File: config.mk
export PLATFORM = sky130hd
export DESIGN_NAME = mlss_top
export DESIGN_NICKNAME = d
export VERILOG_FILES = /design/src/logic/mlss_pkg.sv /design/src/logic/mlss_top.sv
export SDC_FILE = /design/constraint.sdc
export NUM_CORES = 1
export LEC_CHECK = 0
export BUFFER_PORTS_ARGS = -buffer_cell sky130_fd_sc_hd__buf_2
export CORE_ASPECT_RATIO = 1.5
export CORE_MARGIN = 2
export CORE_UTILIZATION = 52
export DETAILED_ROUTE_END_ITERATION = 10
export PLACE_DENSITY_LB_ADDON = 0.2
export SLEW_MARGIN = 0
export SYNTH_ARGS = -nofsm -noshare
export SYNTH_HDL_FRONTEND = slang
export SYNTH_SLANG_ARGS = --single-unit
File: constraint.sdc
create_clock -name CLOCK -period 2.9 [get_ports CLOCK]
set_clock_uncertainty 0.15 [all_clocks]
set_input_delay 0.145 -clock CLOCK [delete_from_list [all_inputs] [get_ports CLOCK]]
set_output_delay 0.145 -clock CLOCK [all_outputs]
set_load 0.01 [all_outputs]
File: src/logic/mlss_pkg.sv
// Constants and types for the maintenance line state source
package mlss_pkg;

  localparam int          ADDR_W            = 8;
  localparam int          DATA_W            = 16;
  localparam int          SYM_W             = 10;

  // Register offsets
  localparam logic [7:0]  OFS_PHY_CONTROL_B = 8'h00;
  localparam logic [7:0]  OFS_SERVICE_CTRL  = 8'h04;
  localparam logic [7:0]  OFS_SERVICE_STAT  = 8'h08;

  // Reset values
  localparam logic [15:0] RST_PHY_CONTROL_B = 16'h0000;
  localparam logic [15:0] RST_SERVICE_CTRL  = 16'h0000;

  // Field positions
  localparam int          SEL_LSB           = 8;
  localparam int          SEL_MSB           = 10;
  localparam int          REQ_BIT           = 0;
  localparam int          STAT_STATE_LSB    = 0;
  localparam int          STAT_STATE_MSB    = 1;
  localparam int          STAT_LS_LSB       = 2;
  localparam int          STAT_LS_MSB       = 4;

  // Select field encodings
  localparam logic [2:0]  SEL_IDLE          = 3'h1;
  localparam logic [2:0]  SEL_HALT          = 3'h2;
  localparam logic [2:0]  SEL_MASTER        = 3'h3;
  localparam logic [2:0]  SEL_PASS          = 3'h6;

  // Symbol codes, one symbol pair per byte clock
  localparam logic [4:0]  SYM_QUIET         = 5'h00;
  localparam logic [4:0]  SYM_IDLE          = 5'h1F;
  localparam logic [4:0]  SYM_HALT          = 5'h04;

  // Sourced line state codes shown in status
  typedef enum logic [2:0] {
    MLSS_LS_NONE   = 3'h0,
    MLSS_LS_QUIET  = 3'h1,
    MLSS_LS_IDLE   = 3'h2,
    MLSS_LS_HALT   = 3'h3,
    MLSS_LS_MASTER = 3'h4,
    MLSS_LS_PASS   = 3'h5
  } mlss_ls_t;

  // Connection manager states
  typedef enum logic [1:0] {
    MLSS_OFF  = 2'h0,
    MLSS_HOLD = 2'h1
  } mlss_state_t;

endpackage

File: src/logic/mlss_top.sv
// Maintenance line state source with register port
//
// Added by the designer: the strobed register port and the register addresses.
`timescale 1ns/100ps
`default_nettype none
module mlss_top (
  input  wire logic                    CLOCK,
  input  wire logic                    NRST,
  input  wire logic [mlss_pkg::ADDR_W-1:0] ADDR,
  input  wire logic [mlss_pkg::DATA_W-1:0] WDATA,
  input  wire logic                    WR,
  input  wire logic                    RD,
  output logic      [mlss_pkg::DATA_W-1:0] RDATA,
  input  wire logic [mlss_pkg::SYM_W-1:0]  TX_DATA,
  output logic      [mlss_pkg::SYM_W-1:0]  TX_SYMBOLS,
  output logic                         SERVICE_ACTIVE
);
  import mlss_pkg::*;

  ////////////////////////////////////////////////////////////////////////////
  // Line state decode
  function automatic mlss_ls_t ls_of(input logic [2:0] sel);
    mlss_ls_t r;
    r = MLSS_LS_QUIET;
    unique case (sel)
      SEL_IDLE:   r = MLSS_LS_IDLE;
      SEL_HALT:   r = MLSS_LS_HALT;
      SEL_MASTER: r = MLSS_LS_MASTER;
      SEL_PASS:   r = MLSS_LS_PASS;
      default:    r = MLSS_LS_QUIET;
    endcase
    return r;
  endfunction

  ////////////////////////////////////////////////////////////////////////////
  // Reset release
  logic        rst_meta_reg;
  logic        rst_sync_reg;
  wire  logic  rst_n;

  always_ff @(posedge CLOCK or negedge NRST) begin
    if (!NRST) begin
      rst_meta_reg <= 1'b0;
      rst_sync_reg <= 1'b0;
    end else begin
      rst_meta_reg <= 1'b1;
      rst_sync_reg <= rst_meta_reg;
    end
  end
  assign rst_n = rst_sync_reg;

  ////////////////////////////////////////////////////////////////////////////
  // Registers
  logic [15:0] phy_control_b_reg;
  logic [15:0] phy_control_b_next;
  logic [15:0] service_ctrl_reg;
  logic [15:0] service_ctrl_next;
  logic [15:0] rdata_reg;
  logic [15:0] rdata_next;
  mlss_state_t state_reg;
  mlss_state_t state_next;
  logic [9:0]  tx_reg;
  logic [9:0]  tx_next;
  logic        active_reg;
  logic        active_next;
  mlss_ls_t    cur_ls;
  logic [2:0]  sel;

  assign sel    = phy_control_b_reg[SEL_MSB:SEL_LSB];
  assign cur_ls = (state_reg == MLSS_HOLD) ? ls_of(sel) : MLSS_LS_NONE;

  always_comb begin
    phy_control_b_next = phy_control_b_reg;
    service_ctrl_next  = service_ctrl_reg;
    rdata_next         = 16'h0000;
    if (WR) begin
      unique case (ADDR)
        OFS_PHY_CONTROL_B: phy_control_b_next = WDATA;
        OFS_SERVICE_CTRL:  service_ctrl_next  = {15'h0000, WDATA[REQ_BIT]};
        default:           ;
      endcase
    end
    if (RD) begin
      unique case (ADDR)
        OFS_PHY_CONTROL_B: rdata_next = phy_control_b_reg;
        OFS_SERVICE_CTRL:  rdata_next = service_ctrl_reg;
        OFS_SERVICE_STAT: begin
          rdata_next[STAT_STATE_MSB:STAT_STATE_LSB] = state_reg;
          rdata_next[STAT_LS_MSB:STAT_LS_LSB]       = cur_ls;
        end
        default:           rdata_next = 16'h0000;
      endcase
    end
  end

  always_ff @(posedge CLOCK or negedge rst_n) begin
    if (!rst_n) begin
      phy_control_b_reg <= RST_PHY_CONTROL_B;
      service_ctrl_reg  <= RST_SERVICE_CTRL;
      rdata_reg         <= 16'h0000;
    end else begin
      phy_control_b_reg <= phy_control_b_next;
      service_ctrl_reg  <= service_ctrl_next;
      rdata_reg         <= rdata_next;
    end
  end
  assign RDATA = rdata_reg;

  ////////////////////////////////////////////////////////////////////////////
  // Connection manager state
  always_comb begin
    state_next = state_reg;
    unique case (state_reg)
      MLSS_OFF: begin
        if (service_ctrl_reg[REQ_BIT]) begin
          state_next = MLSS_HOLD;
        end
      end
      MLSS_HOLD: begin
        if (!service_ctrl_reg[REQ_BIT]) begin
          state_next = MLSS_OFF;
        end
      end
      default: state_next = MLSS_OFF;
    endcase
  end

  always_ff @(posedge CLOCK or negedge rst_n) begin
    if (!rst_n) begin
      state_reg <= MLSS_OFF;
    end else begin
      state_reg <= state_next;
    end
  end

  ////////////////////////////////////////////////////////////////////////////
  // Transmit path
  always_comb begin
    tx_next     = TX_DATA;
    active_next = 1'b0;
    if (state_reg == MLSS_HOLD) begin
      active_next = 1'b1;
      unique case (cur_ls)
        MLSS_LS_IDLE:   tx_next = {SYM_IDLE, SYM_IDLE};
        MLSS_LS_HALT:   tx_next = {SYM_HALT, SYM_HALT};
        MLSS_LS_MASTER: tx_next = {SYM_HALT, SYM_QUIET};
        MLSS_LS_PASS:   tx_next = TX_DATA;
        default:        tx_next = {SYM_QUIET, SYM_QUIET};
      endcase
    end
  end

  always_ff @(posedge CLOCK or negedge rst_n) begin
    if (!rst_n) begin
      tx_reg     <= {SYM_QUIET, SYM_QUIET};
      active_reg <= 1'b0;
    end else begin
      tx_reg     <= tx_next;
      active_reg <= active_next;
    end
  end
  assign TX_SYMBOLS     = tx_reg;
  assign SERVICE_ACTIVE = active_reg;

endmodule
`default_nettype wire

==> run summary, run 1 <==
The flow ran to the end, and the final reports show no timing, DRC or antenna violations. The number of antenna violations at the first check in global routing is 0. The completed layout was analyzed and its total power is 1.19 mW. Counting every net in the synthesized netlist gives 168. The synthesized netlist contains 31 unique library cells. The peak supply drop came out at 464 µV. Pin placement for this block handled 65 I/O pins. For this run, the top clock speed supported by timing is 449 MHz. The logs give 0 for the final setup violation count and 29 for the number of buffers added to fix hold violations after cts. TritonCTS created 5 clock buffers.

The number of buffers added on ports is 64. From left edge to right edge, the die measures 52.8 µm. The tools report the sequential area share after synthesis as 63.4%.

Dividing the detail-routed wire length by the instance count gives 14.0 µm. The most common cell after layout, fill and taps aside is sky130_fd_sc_hd__buf_2. The routed design could run at a clock period as short as 2.23 ns. The setup path with the least slack is of type flop to flop. The number of routed nets with antenna violations came out at 0.

The first routing iteration left 20 violations. Of all cell types, the one taking the most synthesized area is sky130_fd_sc_hd__dfrtp_1. The tools report the setup slack after placement as 0.720 ns. The top cell types in the final layout, fill and taps aside, are sky130_fd_sc_hd__buf_2 (64), sky130_fd_sc_hd__dfrtp_1 (46), sky130_fd_sc_hd__dlygate4sd3_1 (29), sky130_fd_sc_hd__and2_1 (12), sky130_fd_sc_hd__mux2_4 (10).

Entering global routing, the biggest net connects 46 pins. Counting tap cells, the placed design contains a total of 228 instances. Final max-slew violation count: 0.

The post-detailed-route DRC marker count came out at 0. The filler-free cell count of the finished design was 265; the largest fanout on the critical path was 10. The Yosys warning count was 0. The run gives 0 as the number of gates resized after cts. The slew of the pin with the lowest slew margin is 0.914 ns. Setup repair after global routing left no endpoint under its margin.

Data on the critical path arrives at its endpoint at 2.30 ns. The fill cell instance count of the final layout is 240, and the post-detailed-route via-to-cell ratio is 4.94. The logs give 1.37 nW for the leakage component of the power and 2 for the number of levels in the clock H-tree. Before antenna repair, the detailed router went through 5 iterations.

The layout overhead on the synthesized area was 38.6%. The hold violation count in the final report is 0, and the initial core utilization is 54.3%. Global routing finished with a remaining overflow of 0.

The total wire length was 3.71 mm; the number of flip-flops and latches in the synthesized netlist was 47. The count of clock tree sinks was 47; the share of post-route cells with drive strength above 1 was 41.7%. The fraction of the cycle the final worst path needs is 76.8%, and the clock edge transition at the registers on the reported setup and hold paths is 0.08 ns. After floorplanning, the core was divided into 26 placement rows. For this design the ratio of total power to cell area is 462 nW/µm². The first global-routing pass estimated 6.22 mm of wire.

Number of global-route vias before repair: 1391. The die is 77.1 µm tall. Across every metal layer, demand over resource in global routing totals 20.9%. In this run the biggest area consumer among cell types represents 63.4% of the synthesized area. TritonCTS built the clock tree. Count of vias placed by the detailed router: 1308. Max-cap violations in this run came to 0.

The longest clock path from root to sink contains 2 buffers. Dividing the synthesized area by the synthesized cell count gives 14.4 µm². After clock tree synthesis, the setup repair step added 0 buffers. STA classifies the critical path startpoint as a flop. The cell count after synthesis came out at 129.

The net count of the finished layout is 261. The run gives 2.98 ns as the critical path data required time. The tools report the final estimated routing congestion in global placement as 0.687.

The insertion delay of the later-clocked pin in the worst-skew pair was 0.30 ns; the core box area was 3420 µm². The worst hold path class is primary input to flop. The post-detailed-placement half-perimeter wirelength is 2.52 mm, and the post-synthesis instance area is 1850 µm².

STA classifies the critical path endpoint as a flop. Across all setup checks in the final design, the least slack found is 0.673 ns. By area the synthesized netlist is led by sky130_fd_sc_hd__dfrtp_1 (63%), sky130_fd_sc_hd__mux2_4 (8.1%), sky130_fd_sc_hd__mux2_2 (4.3%), sky130_fd_sc_hd__and2_1 (4.0%), sky130_fd_sc_hd__a21o_1 (3.2%). CTS root buffer: sky130_fd_sc_hd__clkbuf_8.

Adding up every negative setup slack in the final design gives 0 ns. The tools report the relative slew slack as 39.1%. The number of antenna cells inserted was 0. The tools report the area enclosed by the die boundary as 4070 µm².
[worst max-delay path, cell delays in order, from the launching register on]
cell,delay (ns)
sky130_fd_sc_hd__dfrtp_1,0.48
sky130_fd_sc_hd__xor2_1,0.22
sky130_fd_sc_hd__nand3_1,0.12
sky130_fd_sc_hd__ha_1,0.34
sky130_fd_sc_hd__o31ai_2,0.63
sky130_fd_sc_hd__a21o_1,0.23
[per-stage QoR]
step	util [%]	area (µm²)	hold slack (ns)
finish	75.2	2570	0.0363
global route	75.2	2570	0.0425
CTS	75.2	2570	0.0288
detailed placement	64.2	2190	-0.219
global placement	64.2	2190	-0.220
floorplan	-	1850	-0.301
[kinds of logic after synthesis]
logic type	after synthesis	share of synthesized area (%)
flops	47	63.4
fa+ha+maj	1	0.675
simple gates	33	12.3
other cells	1	0.202
buf+inv	11	2.63
xor+xnor	2	0.945
compound gates	16	6.95
mux	18	12.9
[synth_stat cells, drive strengths merged]
| library cell | n |
|---|---|
| a41oi | 1 |
| dfrtp | 47 |
| mux2 | 17 |
| ha | 1 |
| inv | 4 |
| a2bb2oi | 1 |
| nor3b | 1 |
| and4 | 1 |
| clkbuf | 6 |
| nor2b | 3 |
| a31oi | 2 |
| o2bb2ai | 2 |
| buf | 1 |
| nand2b | 3 |
| xor2 | 1 |
| nand4 | 2 |
| nand2 | 1 |
| xnor2 | 1 |
| nor2 | 3 |
| o31ai | 1 |
| a21o | 8 |
| and2 | 12 |
| nor3 | 4 |
| mux2i | 1 |
| o41ai | 1 |
| nor4 | 1 |
| conb | 1 |
| nand3 | 2 |
[final cells by class]
type / count / area (µm²) / area share (%)
flip-flops and latches: 47 / 1180 / 45.8
clock inverters: 2 / 12.5 / 0.487
inverters: 4 / 15.0 / 0.584
clock buffers: 6 / 72.6 / 2.82
well taps: 42 / 52.6 / 2.04
multi-input cells: 71 / 629 / 24.5
repair buffers: 93 / 611 / 23.8
[path summary, 6_finish.rpt]
| kind | endpoint | startpoint | slack, ns | depth (start not counted) |
|---|---|---|---|---|
| worst max-delay path | TX_SYMBOLS[8]$_DFF_PN0_ | phy_control_b_reg[8]$_DFFE_PN0P_ | 0.67 | 5 |
| worst min-delay path | RDATA[0]$_DFF_PN0_ | RD | 0.04 | 3 |
| worst max register to register | TX_SYMBOLS[8]$_DFF_PN0_ | phy_control_b_reg[8]$_DFFE_PN0P_ | 0.67 | 5 |
| worst min register to register | rst_n$_DFF_PN0_ | rst_meta_reg$_DFF_PN0_ | 0.21 | 0 |
| max in group asynchronous | SERVICE_ACTIVE$_DFF_PN0_ | rst_n$_DFF_PN0_ | 1.77 | 0 |
| min in group asynchronous | phy_control_b_reg[10]$_DFFE_PN0P_ | rst_n$_DFF_PN0_ | 0.27 | 0 |
[where the power goes]
part | switching [mW] | internal (mW) | total (mW)
Sequential | 0.0238 | 0.676 | 0.699
Clock | 0.205 | 0.168 | 0.374
Combinational | 0.0394 | 0.0738 | 0.113
[layer usage]
metal  wire length, µm  up-vias  GRT usage [%]  part of all wire (%)
met2              2120       51           38.1                    57
met4                46        0           6.67                   1.2
met5                 0        -              0                     0
met3               220        8           5.64                   5.9
li1                  -      624              -                     -
met1              1330      625           22.4                    36
No activity file was read; power rests on OpenSTA's default activity.
==> inputs of run 2 (changes only) <==
--- a/config.mk
+++ b/config.mk
@@ -5,10 +5,11 @@
 export SDC_FILE = /design/constraint.sdc
 export NUM_CORES = 1
 export LEC_CHECK = 0
+export ABC_AREA = 1
 export BUFFER_PORTS_ARGS = -buffer_cell sky130_fd_sc_hd__buf_2
 export CORE_ASPECT_RATIO = 1.5
 export CORE_MARGIN = 2
-export CORE_UTILIZATION = 52
+export CORE_UTILIZATION = 44
 export DETAILED_ROUTE_END_ITERATION = 10
 export PLACE_DENSITY_LB_ADDON = 0.2
 export SLEW_MARGIN = 0
==> constraint.sdc (replaced) <==
create_clock -name CLOCK -period 1.8 [get_ports CLOCK]
set_clock_uncertainty 0.15 [all_clocks]
set_input_delay 0.09 -clock CLOCK [delete_from_list [all_inputs] [get_ports CLOCK]]
set_output_delay 0.09 -clock CLOCK [all_outputs]
set_load 0.01 [all_outputs]
==> run 2 against run 1 <==
Utilization fell by 8.5 points. Clock power rose by 98%. First-iteration DRC count did not move. Combinational power rose by 88%. Design area rose by 7.4%. Largest power group unchanged.
==> run summary, run 2 <==
The synthesized area per cell is 9.52 µm². In this run the most critical hold path is launched from ADDR[3]. The total power is 2.05 mW, and the layout overhead on the synthesized area is 47.9%. Setup repair after global routing left no endpoint under its margin. The routed design has 3.98 mm of wire. The run gives 4 as the number of iterations in the first detailed-routing pass. The tools report the post-synth net total as 235. STA puts the critical path data arrival time at 1.81 ns. The top cell type by area accounts for 63.0% of the synthesized area. The internal power of the cells came out at 1.62 mW.

For the Yosys warning count, the log shows 0. The power per cell area came out at 744 nW/µm². Derived from the worst setup path, the maximum achievable clock frequency is 580 MHz.

After detailed routing, the wire length on met1 is 1.56 mm. The maximum number of pins on one net before global-route repair was 46. The number of flops mapped to enable cells by yosys is 0, and the share of flip-flops with an asynchronous set or reset is 100%. The tools report the count of nets after finishing as 343.

The post-detailed-route DRC marker count is 0. The share of post-route cells with drive strength above 1 works out to 32.1%. The number of buffers added on ports is 64. The tools report the initial core utilization as 45.1%.

sky130_fd_sc_hd__dfrtp_1 is the most common cell in the netlist. The largest fanout on the critical path is 8. The flow ran to the end, and the final reports show no timing, DRC or antenna violations. Of all cell types, the one taking the most synthesized area is sky130_fd_sc_hd__dfrtp_1.

The count of boundary I/O pins was 65; the post-synthesis instance area was 1870 µm². Ranked by instance count, the synthesized netlist is headed by sky130_fd_sc_hd__dfrtp_1 (47), sky130_fd_sc_hd__nand2_1 (45), sky130_fd_sc_hd__nor2_1 (32), sky130_fd_sc_hd__inv_1 (26), sky130_fd_sc_hd__nand3_1 (12). For this run, the leading register cell type out of synthesis is sky130_fd_sc_hd__dfrtp_1.

The run gives 436 µW as the switching power. Ranked by total cell area, the synthesized netlist is headed by sky130_fd_sc_hd__dfrtp_1 (63%), sky130_fd_sc_hd__nand2_1 (9.0%), sky130_fd_sc_hd__nor2_1 (6.4%), sky130_fd_sc_hd__inv_1 (5.2%), sky130_fd_sc_hd__a21oi_2 (3.3%). The post-detailed-placement half-perimeter wirelength was 2.64 mm; the combinational share of power was 10.3%. The hold violation count in the final report was 0. The number of global-route vias before repair is 1646. Per report_power, the sequential group accounts for 53.6% of the total. The number of rows created at floorplan was 29.

The floorplan step defined a die boundary enclosing 4790 µm². Global routing consumed, over all layers together, 17.6% of the routing resources. The tightest min-delay check is of the primary input to flop type.

Number of routed nets with antenna violations: 0. Final setup violation count: 0. In the detailed route, the total length drawn on met2 is 2.16 mm. The tools report the sequential area share after synthesis as 63.0%. Wire segments on met3 add up to 208 µm in the final route. The worst setup path is captured at a flop. The tools report the cell count after synthesis as 196. The first global-routing pass estimated 6.60 mm of wire. In this run the static leakage power is 1.55 nW. The clock group share of total power was 36.0%; the insertion delay of the later-clocked pin in the worst-skew pair was 0.30 ns. At the placement stage, the worst setup path has a slack of -0.0584 ns. The final estimated routing congestion in global placement is 0.775, and the number of levels in the clock H-tree is 2.

The worst register-to-register path has a depth of 9. For the pin with the worst max-slew slack, the measured transition is 0.590 ns. Origin of the worst setup path: phy_control_b_reg[8]$_DFFE_PN0P_.

The highest metal layer used by the detailed router is met4. The startpoint identified for the worst register-to-register timing path is phy_control_b_reg[8]$_DFFE_PN0P_. Overflow left after global routing: 0.

The number of flip-flops and latches in the synthesized netlist is 47, and the largest buffer count on any clock path is 2. The tools report the final max-slew violation count as 0. The number of antenna diodes in the final layout is 0.

The setup path with the least slack is of type flop to flop. Launching element type of the critical path: a flop. In this run the standard cell core region covers 4140 µm². The number of antenna violations at the first check in global routing was 0; the number of library cell types mapped by synthesis was 22. The post-layout minimum cycle time was 1.72 ns. After detailed routing, the number of vias per cell comes to 4.54.

TritonCTS created 5 clock buffers. The die width is 57.2 µm, and the clock edge transition at the registers on the reported setup and hold paths is 0.08 ns. The root buffer cell chosen for the clock tree is sky130_fd_sc_hd__clkbuf_8. Max-cap violations in this run came to 0.

STA puts the critical path data required time at 1.88 ns. The routed layout has 1592 vias. Counting instances, the worst hold path has a depth of 5. Leaving out fill and tap cells, the most frequent cells in the layout are sky130_fd_sc_hd__buf_2 (64), sky130_fd_sc_hd__dfrtp_1 (46), sky130_fd_sc_hd__nand2_1 (45), sky130_fd_sc_hd__dlygate4sd3_1 (34), sky130_fd_sc_hd__nor2_1 (31). For the count of routing violations after the opening detailed-route iteration, the log shows 20.

Net switching is 21.2% of the power. The vertical die dimension is 83.8 µm. The library cell used most frequently in the layout, excluding fill and tap cells, is sky130_fd_sc_hd__buf_2. Count of clock tree sinks: 47.

The relative slew slack was 60.5%. The peak supply drop was 589 µV. Dividing the detail-routed wire length by the instance count gives 11.3 µm. The worst path uses 95.7% of the clock period. TritonCTS built the clock tree. Once routing completed, OpenROAD measured the worst setup slack at 0.0771 ns.
[run 2: cell types whose count changed after synthesis, moves of 10 or more]
cell                      previous run  this run
sky130_fd_sc_hd__nand3_1             2        12
sky130_fd_sc_hd__nand2_1             1        45
sky130_fd_sc_hd__mux2_4             10         0
sky130_fd_sc_hd__nor2_1              3        32
sky130_fd_sc_hd__inv_1               4        26
sky130_fd_sc_hd__and2_1             12         0
[run 2: worst paths after layout]
path                       slack, ns                      end
setup / recovery                0.08  TX_SYMBOLS[5]$_DFF_PN0_
hold / removal                  0.09       RDATA[2]$_DFF_PN0_
setup reg to reg                0.08  TX_SYMBOLS[5]$_DFF_PN0_
hold reg to reg                 0.19       RDATA[6]$_DFF_PN0_
max in group asynchronous       0.88          rst_n$_DFF_PN0_
min in group asynchronous       0.19       RDATA[6]$_DFF_PN0_
[run 2: worst max-delay path: stages, from the launching register on]
cell and delay (ns):
sky130_fd_sc_hd__dfrtp_1 0.36, sky130_fd_sc_hd__inv_1 0.14, sky130_fd_sc_hd__buf_4 0.15, sky130_fd_sc_hd__nand3_1 0.09
sky130_fd_sc_hd__nand2_1 0.13, sky130_fd_sc_hd__ha_4 0.23, sky130_fd_sc_hd__inv_1 0.08, sky130_fd_sc_hd__nand4_1 0.10
sky130_fd_sc_hd__buf_6 0.16, sky130_fd_sc_hd__nand2_1 0.07
[run 2: cell families after synthesis]
logic type      synth area share, %
fa+ha+maj                     0.670
compound gates                 7.17
flops                          63.0
other cells                   0.201
simple gates                   21.6
buf+inv                        7.37
[run 2: timing repair]
item                       in CTS  in global routing
cloned                          0                  1
setup endpoints to repair      10                 10
buffers inserted                1                  1
pin swaps                       1                  2
resized for setup               1                  7
hold endpoints to repair       33                  0
hold buffers                   34                  0
[run 2: routing by layer]
metal / GRT usage, % / vias up
met3: 4.50 / 6
met1: 17.8 / 727
met4: 6.34 / 0
met5: 0 / -
li1: - / 810
met2: 33.2 / 49
[run 2: layout make-up]
type	count	area, µm²
fill	360	1380
sequential	47	1180
timing repair buffer	106	724
multi-input combinational	118	597
inverter	26	97.6
clock buffer	7	76.3
tap	46	57.6
clock inverter	1	30.0
[run 2: per-stage QoR]
| stage | hold slack, ns | std cells | utilization (%) | TNS, ns | cell area (µm²) |
|---|---|---|---|---|---|
| 2_1_floorplan | -0.356 | 196 | - | 0 | 1870 |
| 3_3_place_gp | -0.275 | 306 | 54.4 | 0 | 2250 |
| 3_5_place_dp | -0.274 | 306 | 54.4 | -0.457 | 2250 |
| 4_1_cts | 0.0870 | 349 | 65.6 | 0 | 2710 |
| 5_1_grt | 0.115 | 351 | 66.7 | 0 | 2760 |
| 6_report | 0.0899 | 351 | 66.7 | 0 | 2760 |
[run 2: power groups by stage]
stage	Sequential, mW	Clock [mW]	Combinational, mW
finish	1.10	0.740	0.212
global route	1.10	0.803	0.236
CTS	1.10	0.758	0.209
detailed placement	1.12	0	0.156
global placement	1.12	0	0.153
floorplan	1.14	0	0.0533
==> inputs of run 3 (changes only) <==
--- a/config.mk
+++ b/config.mk
@@ -9,7 +9,7 @@
 export BUFFER_PORTS_ARGS = -buffer_cell sky130_fd_sc_hd__buf_2
 export CORE_ASPECT_RATIO = 1.5
 export CORE_MARGIN = 2
-export CORE_UTILIZATION = 44
+export CORE_UTILIZATION = 49
 export DETAILED_ROUTE_END_ITERATION = 10
 export PLACE_DENSITY_LB_ADDON = 0.2
 export SLEW_MARGIN = 0
==> constraint.sdc (replaced) <==
create_clock -name CLOCK -period 1.7 [get_ports CLOCK]
set_clock_uncertainty 0.15 [all_clocks]
set_input_delay 0.085 -clock CLOCK [delete_from_list [all_inputs] [get_ports CLOCK]]
set_output_delay 0.085 -clock CLOCK [all_outputs]
set_load 0.01 [all_outputs]
==> run 3 against run 2 <==
Via count grew 6.5%. First-iteration DRC count shrank 15%. Maximum frequency is 1.8% higher. Clock-buffer cell count is the same. Die area fell by 9.6%. Worst setup slack lost 0.070 ns. Critical endpoint is now TX_SYMBOLS[3]$_DFF_PN0_. Largest power group unchanged.
==> run summary, run 3 (synthesis gave the netlist of run 2 again) <==
The flow ran to the end, and the final reports show no timing, DRC or antenna violations. During placement, the flow inserted port buffers numbering 64. Clock-pin slew was measured on the worst setup and hold paths at 0.08 ns.

For the final standard cell utilization of the core, the log shows 78.2%. Entering global routing, the biggest net connects 30 pins. After routing the design area is 2850 µm². Layout overhead on the synthesized area: 52.7%. Largest buffer count on any clock path: 2. The initialized floorplan defines 27 standard-cell rows. The tools report the insertion delay of the later-clocked pin in the worst-skew pair as 0.30 ns. Final max-slew violation count: 0. Capturing element type of the critical path: a flop. The share of post-route cells with drive strength above 1 was 36.7%. For the final estimated routing congestion in global placement, the log shows 0.819.

The detailed router finished its first iteration with 17 violations. After global routing the overflow that remains totals 0. The run gives 0 as the post-detailed-route DRC marker count.

The switching portion of total power works out to 22.9%. Max-cap violations in this run came to 0. The count of nets after finishing was 351.

For the endpoint arrival time on the critical path, the log shows 1.78 ns. The die is 79.6 µm tall. The final critical path takes up 99.6% of the cycle. After detailed routing, the average wire length per cell comes to 12.4 µm. The overall routing resource usage came out at 21.3%. The repair_antennas step left the layout with diodes totalling 0.

The initial utilization of the core area, before any placement, comes to 51.2%. The tools report the clock group share of total power as 32.7%. The root buffer cell chosen for the clock tree is sky130_fd_sc_hd__clkbuf_8. TritonCTS built the clock tree.

In this run the standard cell core region covers 3650 µm². The number of global-route vias before repair was 1561; the worst reg-to-reg setup slack was 0.007 ns. Per report_power, the sequential group accounts for 56.1% of the total. The path type of the worst setup path was flop to flop.

At the pin with the least slew margin, the transition time is 0.585 ns. After legalization and detailed placement, the total HPWL measured 2.62 mm. The number of antenna violations at the first check in global routing was 0.

The final-layout setup total negative slack was 0 ns. The library cells used most frequently in the layout, excluding fill and tap cells, are sky130_fd_sc_hd__buf_2 (64), sky130_fd_sc_hd__dfrtp_1 (46), sky130_fd_sc_hd__nand2_1 (42), sky130_fd_sc_hd__dlygate4sd3_1 (34), sky130_fd_sc_hd__nor2_1 (31). Internal power of the cells: 1.61 mW.

The fmax is 591 MHz, and the count of boundary I/O pins is 65. Along the worst path, the maximum fanout reaches 8. Path depth of the worst reg2reg path: 9. The count of clock tree sinks was 47. The logs give 2 for the number of levels in the clock H-tree and 245 for the fill cell instance count of the final layout. The startpoint identified for the worst register-to-register timing path is phy_control_b_reg[10]$_DFFE_PN0P_. Post-detailed-route via-to-cell ratio: 4.76. In this run the cell area measured after placement is 2320 µm².

In this run the static leakage power is 1.59 nW. Worst hold path class: flop to asynchronous set/reset pin. The final setup violation count is 0. Subtracting the final worst setup slack from the clock period gives 1.69 ns.

The wire length of the first global-routing pass came out at 6.60 mm. The routed design has 4.42 mm of wire. The logs give 0.0685 ns for the worst hold slack after final layout and 4330 µm² for the area enclosed by the die boundary. In this run the critical register-to-register path is captured at TX_SYMBOLS[3]$_DFF_PN0_. IR analysis of the VDD net gives a maximum drop of 753 µV.

The launching element type of the critical path was a flop. For this design the total switching power over the nets is 480 µW. The cell count after placement came out at 308. Die width: 54.4 µm. The hold violation count in the final report was 0. Most common cell after layout, fill and taps aside: sky130_fd_sc_hd__buf_2.

The logs give 1696 for the count of vias placed by the detailed router and 0 for the number of routed nets with antenna violations. In this run the power density over the cells is 734 nW/µm². The finished layout holds 356 standard cells, fillers aside. The worst pin sits at a relative slew slack of 60.8%.

The tools report the number of iterations in the first detailed-routing pass as 4. Combinational logic is responsible for 11.2% of the overall power. In this run, CTS created clock tree buffers numbering 5.

Critical path data required time: 1.78 ns.
==> run 3: power by group through the flow <==
stage               logic [mW]  clock network (mW)  registers (mW)
floorplan               0.0595                   0            1.21
global placement         0.163                   0            1.19
detailed placement       0.166                   0            1.20
CTS                      0.224               0.696            1.17
global route             0.259               0.744            1.18
finish                   0.235               0.685            1.17
==> run 3: area by class of cell <==
type                    count  area (µm²)  area share (%)
multi-input cells         118         627            22.0
well taps                  43        53.8            1.89
repair buffers            114         801            28.1
inverters                  26        97.6            3.42
flip-flops and latches     47        1180            41.3
clock inverters             1        8.76           0.307
clock buffers               7        86.3            3.03
==> run 3: metal layers <==
layer  share of wire [%]  track usage [%]  vias up
met5                   0                0        -
met4                 2.1             10.0        0
met3                 4.5             4.31        8
met2                  56             39.0       51
met1                  37             21.6      809
li1                    -                -      828
==> run 3: worst max path at each step <==
stage                                                  from                       to  slack (ns)
after global routing      phy_control_b_reg[10]$_DFFE_PN0P_  TX_SYMBOLS[0]$_DFF_PN0_       -0.04
after CTS                          state_reg[0]$_DFFE_PN0P_  TX_SYMBOLS[1]$_DFF_PN0_      0.0007
after floorplan                    state_reg[0]$_DFFE_PN0P_  TX_SYMBOLS[0]$_DFF_PN0_        0.02
final                     phy_control_b_reg[10]$_DFFE_PN0P_  TX_SYMBOLS[3]$_DFF_PN0_       0.007
after global placement     phy_control_b_reg[8]$_DFFE_PN0P_  TX_SYMBOLS[3]$_DFF_PN0_       -0.02
after detailed placement   phy_control_b_reg[8]$_DFFE_PN0P_  TX_SYMBOLS[1]$_DFF_PN0_       -0.08
==> run 3: through the flow <==
stage | total power [mW] | worst slack [ns]
floorplan | 1.27 | 0.0214
global placement | 1.36 | -0.0150
detailed placement | 1.36 | -0.0781
CTS | 2.09 | 0.000739
global route | 2.18 | -0.0368
finish | 2.09 | 0.00708
==> run 3: worst max-delay path, stage by stage, from the launching register on <==
cell,delay (ns)
sky130_fd_sc_hd__dfrtp_1,0.42
sky130_fd_sc_hd__buf_6,0.14
sky130_fd_sc_hd__inv_1,0.10
sky130_fd_sc_hd__nand3_2,0.09
sky130_fd_sc_hd__nand2_2,0.10
sky130_fd_sc_hd__ha_4,0.24
sky130_fd_sc_hd__inv_2,0.06
sky130_fd_sc_hd__nand4_1,0.10
sky130_fd_sc_hd__buf_6,0.16
sky130_fd_sc_hd__nand2_1,0.07
==> run 3: repair_timing <==
action | in CTS | in global routing
pin swaps | 2 | 4
endpoints found under the setup margin | 10 | 10
buffers inserted | 1 | 4
endpoints found under the hold margin | 33 | 0
gates resized for setup | 2 | 13
hold buffers | 34 | 0
cloned | 1 | 0
